--- config.mk ---
export PLATFORM = sky130hd
export DESIGN_NAME = tkc_control
export DESIGN_NICKNAME = d
export VERILOG_FILES = /design/src/hw/tkc_pkg.sv /design/src/hw/tkc_control.sv /design/src/hw/tkc_counter.sv
export VERILOG_INCLUDE_DIRS = /design/src /design/src/hw
export SDC_FILE = /design/constraint.sdc
export NUM_CORES = 1
export LEC_CHECK = 0
export BUFFER_PORTS_ARGS = -buffer_cell sky130_fd_sc_hd__buf_2
export CAP_MARGIN = 40
export CORE_MARGIN = 8
export CORE_UTILIZATION = 58
export DETAILED_ROUTE_END_ITERATION = 10
export GPL_ROUTABILITY_DRIVEN = 1
export GPL_TIMING_DRIVEN = 0
export PLACE_DENSITY_LB_ADDON = 0.05
export SLEW_MARGIN = 20
export SYNTH_ARGS = -nofsm -noshare
export SYNTH_HDL_FRONTEND = slang
export SYNTH_SLANG_ARGS = --single-unit
--- constraint.sdc ---
create_clock -name mclk -period 8.51 [get_ports mclk]
set_clock_uncertainty 0.05 [all_clocks]
set_input_delay 1.702 -clock mclk [delete_from_list [all_inputs] [get_ports mclk]]
set_output_delay 1.702 -clock mclk [all_outputs]
set_load 0.01 [all_outputs]
--- src/hw/tkc_defs.svh ---
// offsets, field positions, reset values and timing counts of the timekeeper control block
`ifndef TKC_DEFS_SVH
`define TKC_DEFS_SVH
// word offsets on the register bus
`define TKC_OFF_CONTROL 8'h00
`define TKC_OFF_STATUS 8'h04
`define TKC_OFF_DEBUG 8'h08
`define TKC_OFF_COUNT 8'h10
`define TKC_OFF_COMP0 8'h18
// control register field positions
`define TKC_BIT_SOFT_RESET 0
`define TKC_BIT_ENABLE 1
`define TKC_MODE_LSB 2
`define TKC_MODE_MSB 3
`define TKC_BIT_CLEAR_CMP 7
`define TKC_PSC_LSB 8
`define TKC_PSC_MSB 11
// status and debug field positions
`define TKC_BIT_BUSY 7
`define TKC_BIT_DEBUG_RUN 0
// reset values
`define TKC_CTRL_RESET 16'h0000
`define TKC_DEBUG_RESET 1'h0
`define TKC_COMP_RESET 8'h00
// largest documented prescaler code
`define TKC_PSC_MAX 4'ha
// cycles from an enable or soft reset write until it takes effect
`define TKC_SYNC_CYCLES 4
`endif

--- src/hw/tkc_pkg.sv ---
// shared types of the timekeeper control block
package tkc_pkg;
   // operating mode, codes follow declaration order
   typedef enum logic [1:0] {MODE_WIDE, MODE_NARROW, MODE_CALENDAR, MODE_RESERVED} tkc_mode_t;
   // enable / soft reset handshake states
   typedef enum logic [1:0] {SYNC_IDLE, SYNC_ENABLE, SYNC_RESET} tkc_sync_t;
   // stored control fields
   typedef struct packed {
      logic [3:0] prescale;
      logic clearOnCompare;
      tkc_mode_t mode;
      logic enable;
   } tkc_ctrl_t;
endpackage
--- src/hw/tkc_control.sv ---
// control register, enable / soft reset handshake and apb slave of the timekeeper
`timescale 1ns/1ps
`include "tkc_defs.svh"

module tkc_control #(
   parameter int SYNC_CYCLES = `TKC_SYNC_CYCLES
) (
   input wire logic mclk,
   input wire logic rst_n,
   input wire logic clkEn,
   input wire logic psel,
   input wire logic penable,
   input wire logic pwrite,
   input wire logic [7:0] paddr,
   input wire logic [31:0] pwdata,
   input wire logic [3:0] pstrb,
   output logic [31:0] prdata,
   output logic pready,
   output logic pslverr,
   input wire logic peripheralWriteGuard,
   input wire logic timekeeperSourceClock,
   output logic counterRunning
);
   // the counter of the handshake must be able to hold the load value
   generate if (SYNC_CYCLES < 1 || SYNC_CYCLES > 15) begin : gBadSync
      $error("SYNC_CYCLES must lie in 1..15");
   end endgenerate

   localparam logic [3:0] SYNC_LOAD = 4'(SYNC_CYCLES);

   // word decode, used by read mux, error check and write commit
   function automatic logic hitAt(input logic [7:0] addr, input logic [7:0] off);
      return addr[7:2] == off[7:2];
   endfunction

   // unpack a control word into stored fields
   function automatic tkc_pkg::tkc_ctrl_t ctrlFromWord(input logic [15:0] w);
      tkc_pkg::tkc_ctrl_t c;
      c.prescale = w[`TKC_PSC_MSB:`TKC_PSC_LSB];
      c.mode = tkc_pkg::tkc_mode_t'(w[`TKC_MODE_MSB:`TKC_MODE_LSB]);
      c.enable = w[`TKC_BIT_ENABLE];
      c.clearOnCompare = w[`TKC_BIT_CLEAR_CMP];
      return c;
   endfunction

   tkc_pkg::tkc_ctrl_t ctrl_ff; // stored control fields
   tkc_pkg::tkc_ctrl_t wrFields; // fields carried by the bus write
   tkc_pkg::tkc_sync_t syncState_ff; // handshake state
   logic [3:0] syncCnt_ff; // cycles left in handshake
   logic softResetRequest_ff; // reset in progress, reads back
   logic debugControlRegister_ff; // survives soft reset
   logic [7:0] comp0_ff [4]; // compare 0, one entry per lane
   logic [31:0] comp0Word;
   logic [31:0] count; // live counter value
   logic [2:0] srcSync_ff; // source clock synchroniser
   logic srcLevel_ff; // settled source level
   logic srcEdge; // one pulse per settled rising edge
   logic [31:0] prdata_ff;
   logic pready_ff;
   logic pslverr_ff;
   logic counterRunning_ff; // enable as seen by the counter
   logic access, accessDone, wrDone, ctrlWr, stall, addrErr;
   logic syncPendingFlag, softHit, softDone;
   logic [31:0] readData;

   assign prdata = prdata_ff;
   assign pready = pready_ff;
   assign pslverr = pslverr_ff;
   assign counterRunning = counterRunning_ff;
   assign comp0Word = {comp0_ff[3], comp0_ff[2], comp0_ff[1], comp0_ff[0]};

   // bus phase decode
   assign access = psel && penable;
   assign accessDone = access && pready_ff;
   assign wrDone = accessDone && pwrite && !pslverr_ff;
   assign ctrlWr = pwrite && hitAt(paddr, `TKC_OFF_CONTROL);
   assign wrFields = ctrlFromWord(pwdata[15:0]);
   assign syncPendingFlag = syncState_ff != tkc_pkg::SYNC_IDLE;
   // a one in the low lane on bit 0 only; a zero has no effect
   assign softHit = pstrb[0] && pwdata[`TKC_BIT_SOFT_RESET];
   assign softDone = syncState_ff == tkc_pkg::SYNC_RESET && syncCnt_ff == 4'h1;
   // control writes wait while a handshake runs instead of being lost
   assign stall = ctrlWr && syncPendingFlag && !addrErr;

   // unmapped words and guarded writes answer with an error
   always_comb begin
      addrErr = 1'b1;
      if (hitAt(paddr, `TKC_OFF_CONTROL) || hitAt(paddr, `TKC_OFF_STATUS) ||
          hitAt(paddr, `TKC_OFF_DEBUG) || hitAt(paddr, `TKC_OFF_COUNT) ||
          hitAt(paddr, `TKC_OFF_COMP0)) begin
         addrErr = 1'b0;
      end
      // read-only words ignore writes silently, guard covers the rest
      if (pwrite && peripheralWriteGuard && !hitAt(paddr, `TKC_OFF_STATUS) &&
          !hitAt(paddr, `TKC_OFF_COUNT)) begin
         addrErr = 1'b1;
      end
   end

   // read mux; unused bits stay zero
   always_comb begin
      readData = 32'h0000_0000;
      if (hitAt(paddr, `TKC_OFF_CONTROL)) begin
         readData[`TKC_PSC_MSB:`TKC_PSC_LSB] = ctrl_ff.prescale;
         readData[`TKC_BIT_CLEAR_CMP] = ctrl_ff.clearOnCompare;
         readData[`TKC_MODE_MSB:`TKC_MODE_LSB] = ctrl_ff.mode;
         readData[`TKC_BIT_ENABLE] = ctrl_ff.enable;
         readData[`TKC_BIT_SOFT_RESET] = softResetRequest_ff;
      end else if (hitAt(paddr, `TKC_OFF_STATUS)) begin
         readData[`TKC_BIT_BUSY] = syncPendingFlag;
      end else if (hitAt(paddr, `TKC_OFF_DEBUG)) begin
         readData[`TKC_BIT_DEBUG_RUN] = debugControlRegister_ff;
      end else if (hitAt(paddr, `TKC_OFF_COUNT)) begin
         readData = count;
      end else if (hitAt(paddr, `TKC_OFF_COMP0)) begin
         readData = comp0Word;
      end
   end

   // apb answer: one wait state, longer while a control write stalls
   always_ff @(posedge mclk) begin
      if (!rst_n) begin
         pready_ff <= 1'b0;
         pslverr_ff <= 1'b0;
         prdata_ff <= 32'h0000_0000;
      end else if (clkEn) begin
         if (accessDone) begin
            // request retired at this edge
            pready_ff <= 1'b0;
            pslverr_ff <= 1'b0;
         end else if (access && !stall) begin
            pready_ff <= 1'b1;
            pslverr_ff <= addrErr;
            // full word is returned; the master picks its lanes
            prdata_ff <= (pwrite || addrErr) ? 32'h0000_0000 : readData;
         end
      end
   end

   // control fields; soft reset write carries nothing else
   always_ff @(posedge mclk) begin
      if (!rst_n) begin
         ctrl_ff <= ctrlFromWord(`TKC_CTRL_RESET);
      end else if (clkEn) begin
         if (softDone) begin
            ctrl_ff <= ctrlFromWord(`TKC_CTRL_RESET);
         end else if (wrDone && ctrlWr && !softHit) begin
            if (pstrb[0]) begin
               // enable stays writable while running
               ctrl_ff.enable <= wrFields.enable;
            end
            // protection judged on the state before this write
            if (!ctrl_ff.enable) begin
               if (pstrb[0]) begin
                  ctrl_ff.mode <= wrFields.mode;
                  // clear-on-compare has no meaning in narrow mode
                  ctrl_ff.clearOnCompare <= wrFields.clearOnCompare &&
                     wrFields.mode != tkc_pkg::MODE_NARROW;
               end
               if (pstrb[1]) begin
                  ctrl_ff.prescale <= wrFields.prescale;
               end
            end
         end
      end
   end

   // handshake: enable or soft reset reaches the counter after SYNC_CYCLES
   always_ff @(posedge mclk) begin
      if (!rst_n) begin
         syncState_ff <= tkc_pkg::SYNC_IDLE;
         syncCnt_ff <= 4'h0;
         softResetRequest_ff <= 1'b0;
         counterRunning_ff <= 1'b0;
      end else if (clkEn) begin
         case (syncState_ff)
            tkc_pkg::SYNC_IDLE: begin
               if (wrDone && ctrlWr && pstrb[0]) begin
                  syncCnt_ff <= SYNC_LOAD;
                  if (softHit) begin
                     syncState_ff <= tkc_pkg::SYNC_RESET;
                     softResetRequest_ff <= 1'b1;
                  end else begin
                     syncState_ff <= tkc_pkg::SYNC_ENABLE;
                  end
               end
            end
            tkc_pkg::SYNC_ENABLE: begin
               if (syncCnt_ff == 4'h1) begin
                  syncState_ff <= tkc_pkg::SYNC_IDLE;
                  counterRunning_ff <= ctrl_ff.enable;
               end else begin
                  syncCnt_ff <= syncCnt_ff - 4'h1;
               end
            end
            tkc_pkg::SYNC_RESET: begin
               if (softDone) begin
                  syncState_ff <= tkc_pkg::SYNC_IDLE;
                  softResetRequest_ff <= 1'b0;
                  counterRunning_ff <= 1'b0;
               end else begin
                  syncCnt_ff <= syncCnt_ff - 4'h1;
               end
            end
            default: begin
               syncState_ff <= tkc_pkg::SYNC_IDLE;
            end
         endcase
      end
   end

   // debug control is deliberately untouched by soft reset
   always_ff @(posedge mclk) begin
      if (!rst_n) begin
         debugControlRegister_ff <= `TKC_DEBUG_RESET;
      end else if (clkEn && wrDone && pstrb[0] && hitAt(paddr, `TKC_OFF_DEBUG)) begin
         debugControlRegister_ff <= pwdata[`TKC_BIT_DEBUG_RUN];
      end
   end

   // compare 0, each byte lane written on its own strobe
   generate for (genvar i = 0; i < 4; i++) begin : gLane
      always_ff @(posedge mclk) begin
         if (!rst_n) begin
            comp0_ff[i] <= `TKC_COMP_RESET;
         end else if (clkEn) begin
            if (softDone) begin
               comp0_ff[i] <= `TKC_COMP_RESET;
            end else if (wrDone && pstrb[i] && hitAt(paddr, `TKC_OFF_COMP0)) begin
               comp0_ff[i] <= pwdata[8*i +: 8];
            end
         end
      end
   end endgenerate

   // source clock pin: three stages, a change counts once stages two and three agree
   always_ff @(posedge mclk) begin
      if (!rst_n) begin
         srcSync_ff <= 3'h0;
      end else if (clkEn) begin
         srcSync_ff <= {srcSync_ff[1:0], timekeeperSourceClock};
      end
   end

   // settled level, edge derived from it
   always_ff @(posedge mclk) begin
      if (!rst_n) begin
         srcLevel_ff <= 1'b0;
      end else if (clkEn && srcSync_ff[1] == srcSync_ff[2]) begin
         srcLevel_ff <= srcSync_ff[2];
      end
   end

   assign srcEdge = srcSync_ff[1] == srcSync_ff[2] && srcSync_ff[2] && !srcLevel_ff;

   // counter follows the stored fields directly, no handshake on them
   tkc_counter #(.CNT_W(32)) uCounter (
      .mclk(mclk),
      .rst_n(rst_n),
      .clkEn(clkEn),
      .softClear(softDone && clkEn),
      .run(counterRunning_ff),
      .cfg(ctrl_ff),
      .srcEdge(srcEdge),
      .compare(comp0Word),
      .count(count)
   );
endmodule

--- src/hw/tkc_counter.sv ---
// prescaler and counter driven by the control fields
`timescale 1ns/1ps
`include "tkc_defs.svh"

module tkc_counter #(
   parameter int CNT_W = 32
) (
   input wire logic mclk,
   input wire logic rst_n,
   input wire logic clkEn,
   input wire logic softClear,
   input wire logic run,
   input wire tkc_pkg::tkc_ctrl_t cfg,
   input wire logic srcEdge,
   input wire logic [CNT_W-1:0] compare,
   output logic [CNT_W-1:0] count
);
   // narrow mode needs at least 16 bits
   generate if (CNT_W < 16 || CNT_W > 32) begin : gBadWidth
      $error("CNT_W must lie in 16..32");
   end endgenerate

   logic [9:0] preCnt_ff; // source edge divider
   logic [9:0] divMask; // low prescale bits set
   logic tick; // counter tick clock enable
   logic match; // compare 0 hit
   logic [CNT_W-1:0] count_ff;

   assign count = count_ff;

   // reserved codes fall back to the slowest division rather than stop the count
   always_comb begin
      divMask = 10'h3ff;
      if (cfg.prescale <= `TKC_PSC_MAX) begin
         divMask = 10'((11'h1 << cfg.prescale) - 11'h1);
      end
   end

   assign tick = srcEdge && ((preCnt_ff & divMask) == divMask);

   // narrow mode compares only the low half
   always_comb begin
      if (cfg.mode == tkc_pkg::MODE_NARROW) begin
         match = count_ff[15:0] == compare[15:0];
      end else begin
         match = count_ff == compare;
      end
   end

   // divider restarts whenever the counter is stopped
   always_ff @(posedge mclk) begin
      if (!rst_n) begin
         preCnt_ff <= 10'h000;
      end else if (clkEn) begin
         if (!run || softClear) begin
            preCnt_ff <= 10'h000;
         end else if (srcEdge) begin
            preCnt_ff <= preCnt_ff + 10'h001;
         end
      end
   end

   // counter; calendar and reserved modes hold the value unless clear on compare matches
   always_ff @(posedge mclk) begin
      if (!rst_n) begin
         count_ff <= '0;
      end else if (clkEn) begin
         if (softClear) begin
            count_ff <= '0;
         end else if (run && tick) begin
            if (cfg.clearOnCompare && cfg.mode != tkc_pkg::MODE_NARROW && match) begin
               count_ff <= '0;
            end else if (cfg.mode == tkc_pkg::MODE_NARROW) begin
               // inner cast keeps the wrap at 16 bits, the outer one only zero-extends
               count_ff <= CNT_W'(16'(count_ff[15:0] + 16'h0001));
            end else if (cfg.mode == tkc_pkg::MODE_WIDE) begin
               count_ff <= count_ff + CNT_W'(1);
            end
         end
      end
   end
endmodule

-- Word level (Yosys, flattened, before mapping)
Memory sizes are Yosys's and may differ from the RTL's.
Cells that the tools add are included.
Widths: inputs -> output; s select.
- add/subtract/negate cells: 5
- $lt $le $gt $ge: 1
- equal/unequal tests: 21
- shift operators: 1
- multiplexer cells: 81
- bitwise logic cells: 10
- reductions and logical operators: 75
- operators with widths (cell ; count):
    $mux 32 ; 8
    $mux 8 ; 10
    $mux 1 ; 39
    $logic_and 1x1->1 ; 36
    $add 32x1->32 const B ; 1
    $eq 32x32->1 ; 1
    $mux 31 ; 1
    $mux 10 ; 3
    $mux 24 ; 1
    $mux 20 ; 1
    $mux 4 ; 5
    $reduce_bool 2->1 ; 9
    $add 16x1->16 const B ; 1
    $eq 16x16->1 ; 1
    $reduce_and 4->1 ; 4
    $mux 7 ; 2
    $eq 6x3->1 const B ; 2
    $ne 2x2->1 const B ; 6
    $pmux 4 s3 ; 1
    $add 10x1->10 const B ; 1
    $and 10x10->10 ; 1
    $eq 10x10->1 ; 1
    $reduce_and 5->1 ; 2
    $shl 1x4->10 const A ; 1
    other kinds (25) ; 56
- flip-flop bits (word level): 97
- RAM bits: 32
- word-level logic and storage cells: 211
- memories kept: 1
- memories (name ; depth ; width ; rd ports ; clocked after memory_dff ; write ports ; line ; text):
    comp0_ff ; 4 ; 8 ; 4 ; 0 ; 4 ; tkc_control.sv:52 ; logic [7:0] comp0_ff [4];

-- Longest topological paths before layout
- depth in word-level cells: 13
- mapped depth: 13
- gate-level depth less buffers: 10

-- Hierarchy
Synthesis repeated with hierarchy kept, for this count alone.
- cells, all modules: 744
- area, all modules: 6701.4 sq um
- modules (own cells, without submodules) (module ; instances ; cells an instance ; area each (sq um) ; seq. area each (sq um)):
    tkc_control ; 1 ; 400 ; 3936.3 ; 2062.0
    tkc_counter ; 1 ; 344 ; 2765.2 ; 840.8

-- Least setup slack after synthesis
No wires, ideal clock.
- kind: input -> register
- from: in paddr[7]
- to: mem comp0_ff[3][0] (enable)
- library setup time: 0.326 ns
- arrival: 3.366 ns
- required time: 8.134 ns
- path slack: 4.768 ns
- stages: 8
- buffers on the path: 3
- cells stage by stage: or3_1 clkbuf_1 nor2_1 and2_1 and4_1 clkbuf_1 clkbuf_1 a21o_1
- RTL lines (what ; line ; text):
    start: declaration ; tkc_control.sv:14 ; input wire logic [7:0] paddr,
    end: declaration ; tkc_control.sv:52 ;

==> impl_metrics.ini <==
[yosys]
yosys.area.top_type_share = 0.2795
netlist_top_cells_area = dfxtp_1, edfxtp_1, mux2i_1
synthArstFlopShare = 0
ys_seq_area_frac = 0.4179
syn_area_um2 = 6947
synth-seq-cells = 129
synth_cell_type_count = 66
netlist.top_cell.by_area = dfxtp_1
synthFlopType = dfxtp_1
syn_area_per_cell_um2 = 8.998
synth_nets = 833
synth_warnings = 0
synth_cells = 772
synth-edff-count = 32

[floorplanning]
start_util = 0.5857
dieArea_um2 = 15740
core_area_um2 = 11860
num_rows = 40
die_width_um = 125.4
die_y_um = 125.4
io_pins = 87

[layout]
syn2layout_area_growth_pct = 17.13
finalInstanceArea_um2 = 8137
drive_gt1_frac = 0.1522
nets = 935
diodes = 0
nFillCells = 991

[timing]
max_freq_mhz = 255.8
tns_ns = 0
final_hold_viol_count = 0
min_period_over_period = 0.4593
rsz0062_at_grt = no
setup_viol = 0
worst_pin_slew_ns = 0.7842
relSlewSlack = 0.4728
drv_slew = 0
finalCriticalPeriod_ns = 3.909

[clock_tree]
cts_max_path_buffers = 2
postCtsSetupBuffers = 0
cts_tree = done
cts_root_buf = clkbuf_16
cts.sinks = 129
cts_resized = 0
clock_latency_ns = 0.43
htree_levels = 4
ctsHoldBuffers = 0
path_clk_slew_ns = 0.06
cts_buffers = 17

[run_status]
outcome = completed

[job]
drv_cap = 0

[setup_path]
reg2reg_depth = 13
cp.required_ns = 8.55
start_kind = primary input
critical_path.endpoint_type = flop
crit_arrival_ns = 3.95
path_max_fanout = 10
worst-setup-path-type = primary input to flop

[placed_design]
place.detailed.hpwl_um = 15170
placed_area_um2 = 7541
portBuffers = 81
gp_congestion = 0.9436

[global_route]
grt_max_degree = 17
grt_pass1_wl_um = 31180
antenna_found_initial = 0
grt_pass1_vias = 6083
track_usage = 0.2509
grt_overflow_total = 0

[drt]
vias = 6360
drtPass1Iterations = 5
detail-route-antenna-nets = 0
finalWirelength_um = 19870
drt_iter0_drc = 628
wire_per_inst_um = 19.22
drc = 0
vias_per_cell = 6.151

[pwr]
power_density_nw_per_um2 = 177.2
total_power_mw = 1.442
ir_drop_mv = 0.1356
power_leakage_nw = 3.357

[worst_hold_path]
worstHoldPathType = flop to flop
min_path_cells = 2
==> synthesized netlist by cell type, types with 13 or more instances <==
master and count:
nand4_1 14, xor2_1 36, a22oi_1 16, inv_1 16
and3_1 40, o21ai_0 28, dfxtp_1 97, a21oi_1 41
mux2i_1 48, nor3_1 35, o31ai_1 13, nor2_1 41
edfxtp_1 32, nand3_1 26, nand2_1 58, nor2b_1 51
clkbuf_1 32
==> registers in the layout, summed over array words and instances, names as in the netlist, 2 cells and up <==
name / cells
uCounter.preCnt_ff: 10
syncCnt_ff: 4
syncState_ff: 2
srcSync_ff: 3
comp0_ff: 32
prdata: 32
ctrl_ff: 8
uCounter.count: 32
==> layout by cell type, fill, tap and decap left out, drive strengths merged, types with 12 or more instances in the layout <==
cell	n
a21boi	12
xor2	36
a21oi	41
and3	40
or3	12
mux2i	48
dfxtp	97
edfxtp	32
o21ai	32
nor2b	51
nand4	14
clkbuf	55
inv	16
nor4	15
o31ai	13
buf	98
nor3	37
nor2	41
nand2	58
nand3	26
a22oi	16
==> where the power goes <==
part           internal (mW)  switching, mW
logic                 0.0278         0.0455
clock network          0.459          0.270
registers              0.634        0.00531
total                   1.12          0.321
==> through the flow <==
stage	cells	utilization	setup WS, ns	hold WS [ns]
2_1_floorplan	772	-	4.768	0.4076
3_3_place_gp	1000	0.6353	4.108	0.3909
3_5_place_dp	1001	0.6358	4.195	0.3993
4_1_cts	1033	0.6855	4.632	0.4069
5_1_grt	1034	0.6860	4.386	0.4388
6_report	1034	0.6860	4.601	0.4023
==> final cells by class <==
| class | count | area (µm²) | area share |
|---|---|---|---|
| clock inverter | 11 | 108.9 | 0.01338 |
| inverter | 16 | 60.06 | 0.007381 |
| multi-input combinational | 578 | 3770 | 0.4633 |
| tap | 147 | 183.9 | 0.02260 |
| buffer | 49 | 214.0 | 0.02630 |
| timing repair buffer | 83 | 415.4 | 0.05105 |
| sequential | 129 | 2903 | 0.3568 |
| clock buffer | 21 | 481.7 | 0.05920 |
==> worst max-delay path, stage by stage <==
cell,delay [ns]
buf_2,0.09
or3_1,0.36
clkbuf_1,0.20
nor2_1,0.15
and2_1,0.19
and4_1,0.19
clkbuf_1,0.29
clkbuf_1,0.38
nand2_1,0.09
nand2_1,0.30
==> path summary, 6_finish.rpt <==
check,start,end,slack [ns]
setup / recovery,paddr[7],comp0_ff[1][4]$_SDFFCE_PN0P_,4.60
hold / removal,prdata[7]$_SDFFE_PN0P_,prdata[7]$_SDFFE_PN0P_,0.40
setup reg to reg,ctrl_ff[5]$_SDFFE_PN0P_,uCounter.count[27]$_SDFFE_PN0P_,5.01
hold reg to reg,prdata[7]$_SDFFE_PN0P_,prdata[7]$_SDFFE_PN0P_,0.40
==> kinds of logic after synthesis <==
family,after synthesis,synth area share
and+or+nand+nor,335,0.2686
AOI/OAI and AO/OA,145,0.1371
DFF,129,0.4179
buffers and inverters,65,0.03944
muxes,48,0.06916
xor gates and xnor gates,41,0.05169
adders and majority gates,9,0.01621
==> layer usage <==
layer	vias up	global-route usage	wire, µm
met1	3098	0.2923	8109
met4	0	0.09599	482
met3	46	0.05355	1241
met5	-	0	0
met2	213	0.4409	10040
li1	3003	-	-
Note: power is estimated with default switching activity, not from simulation.
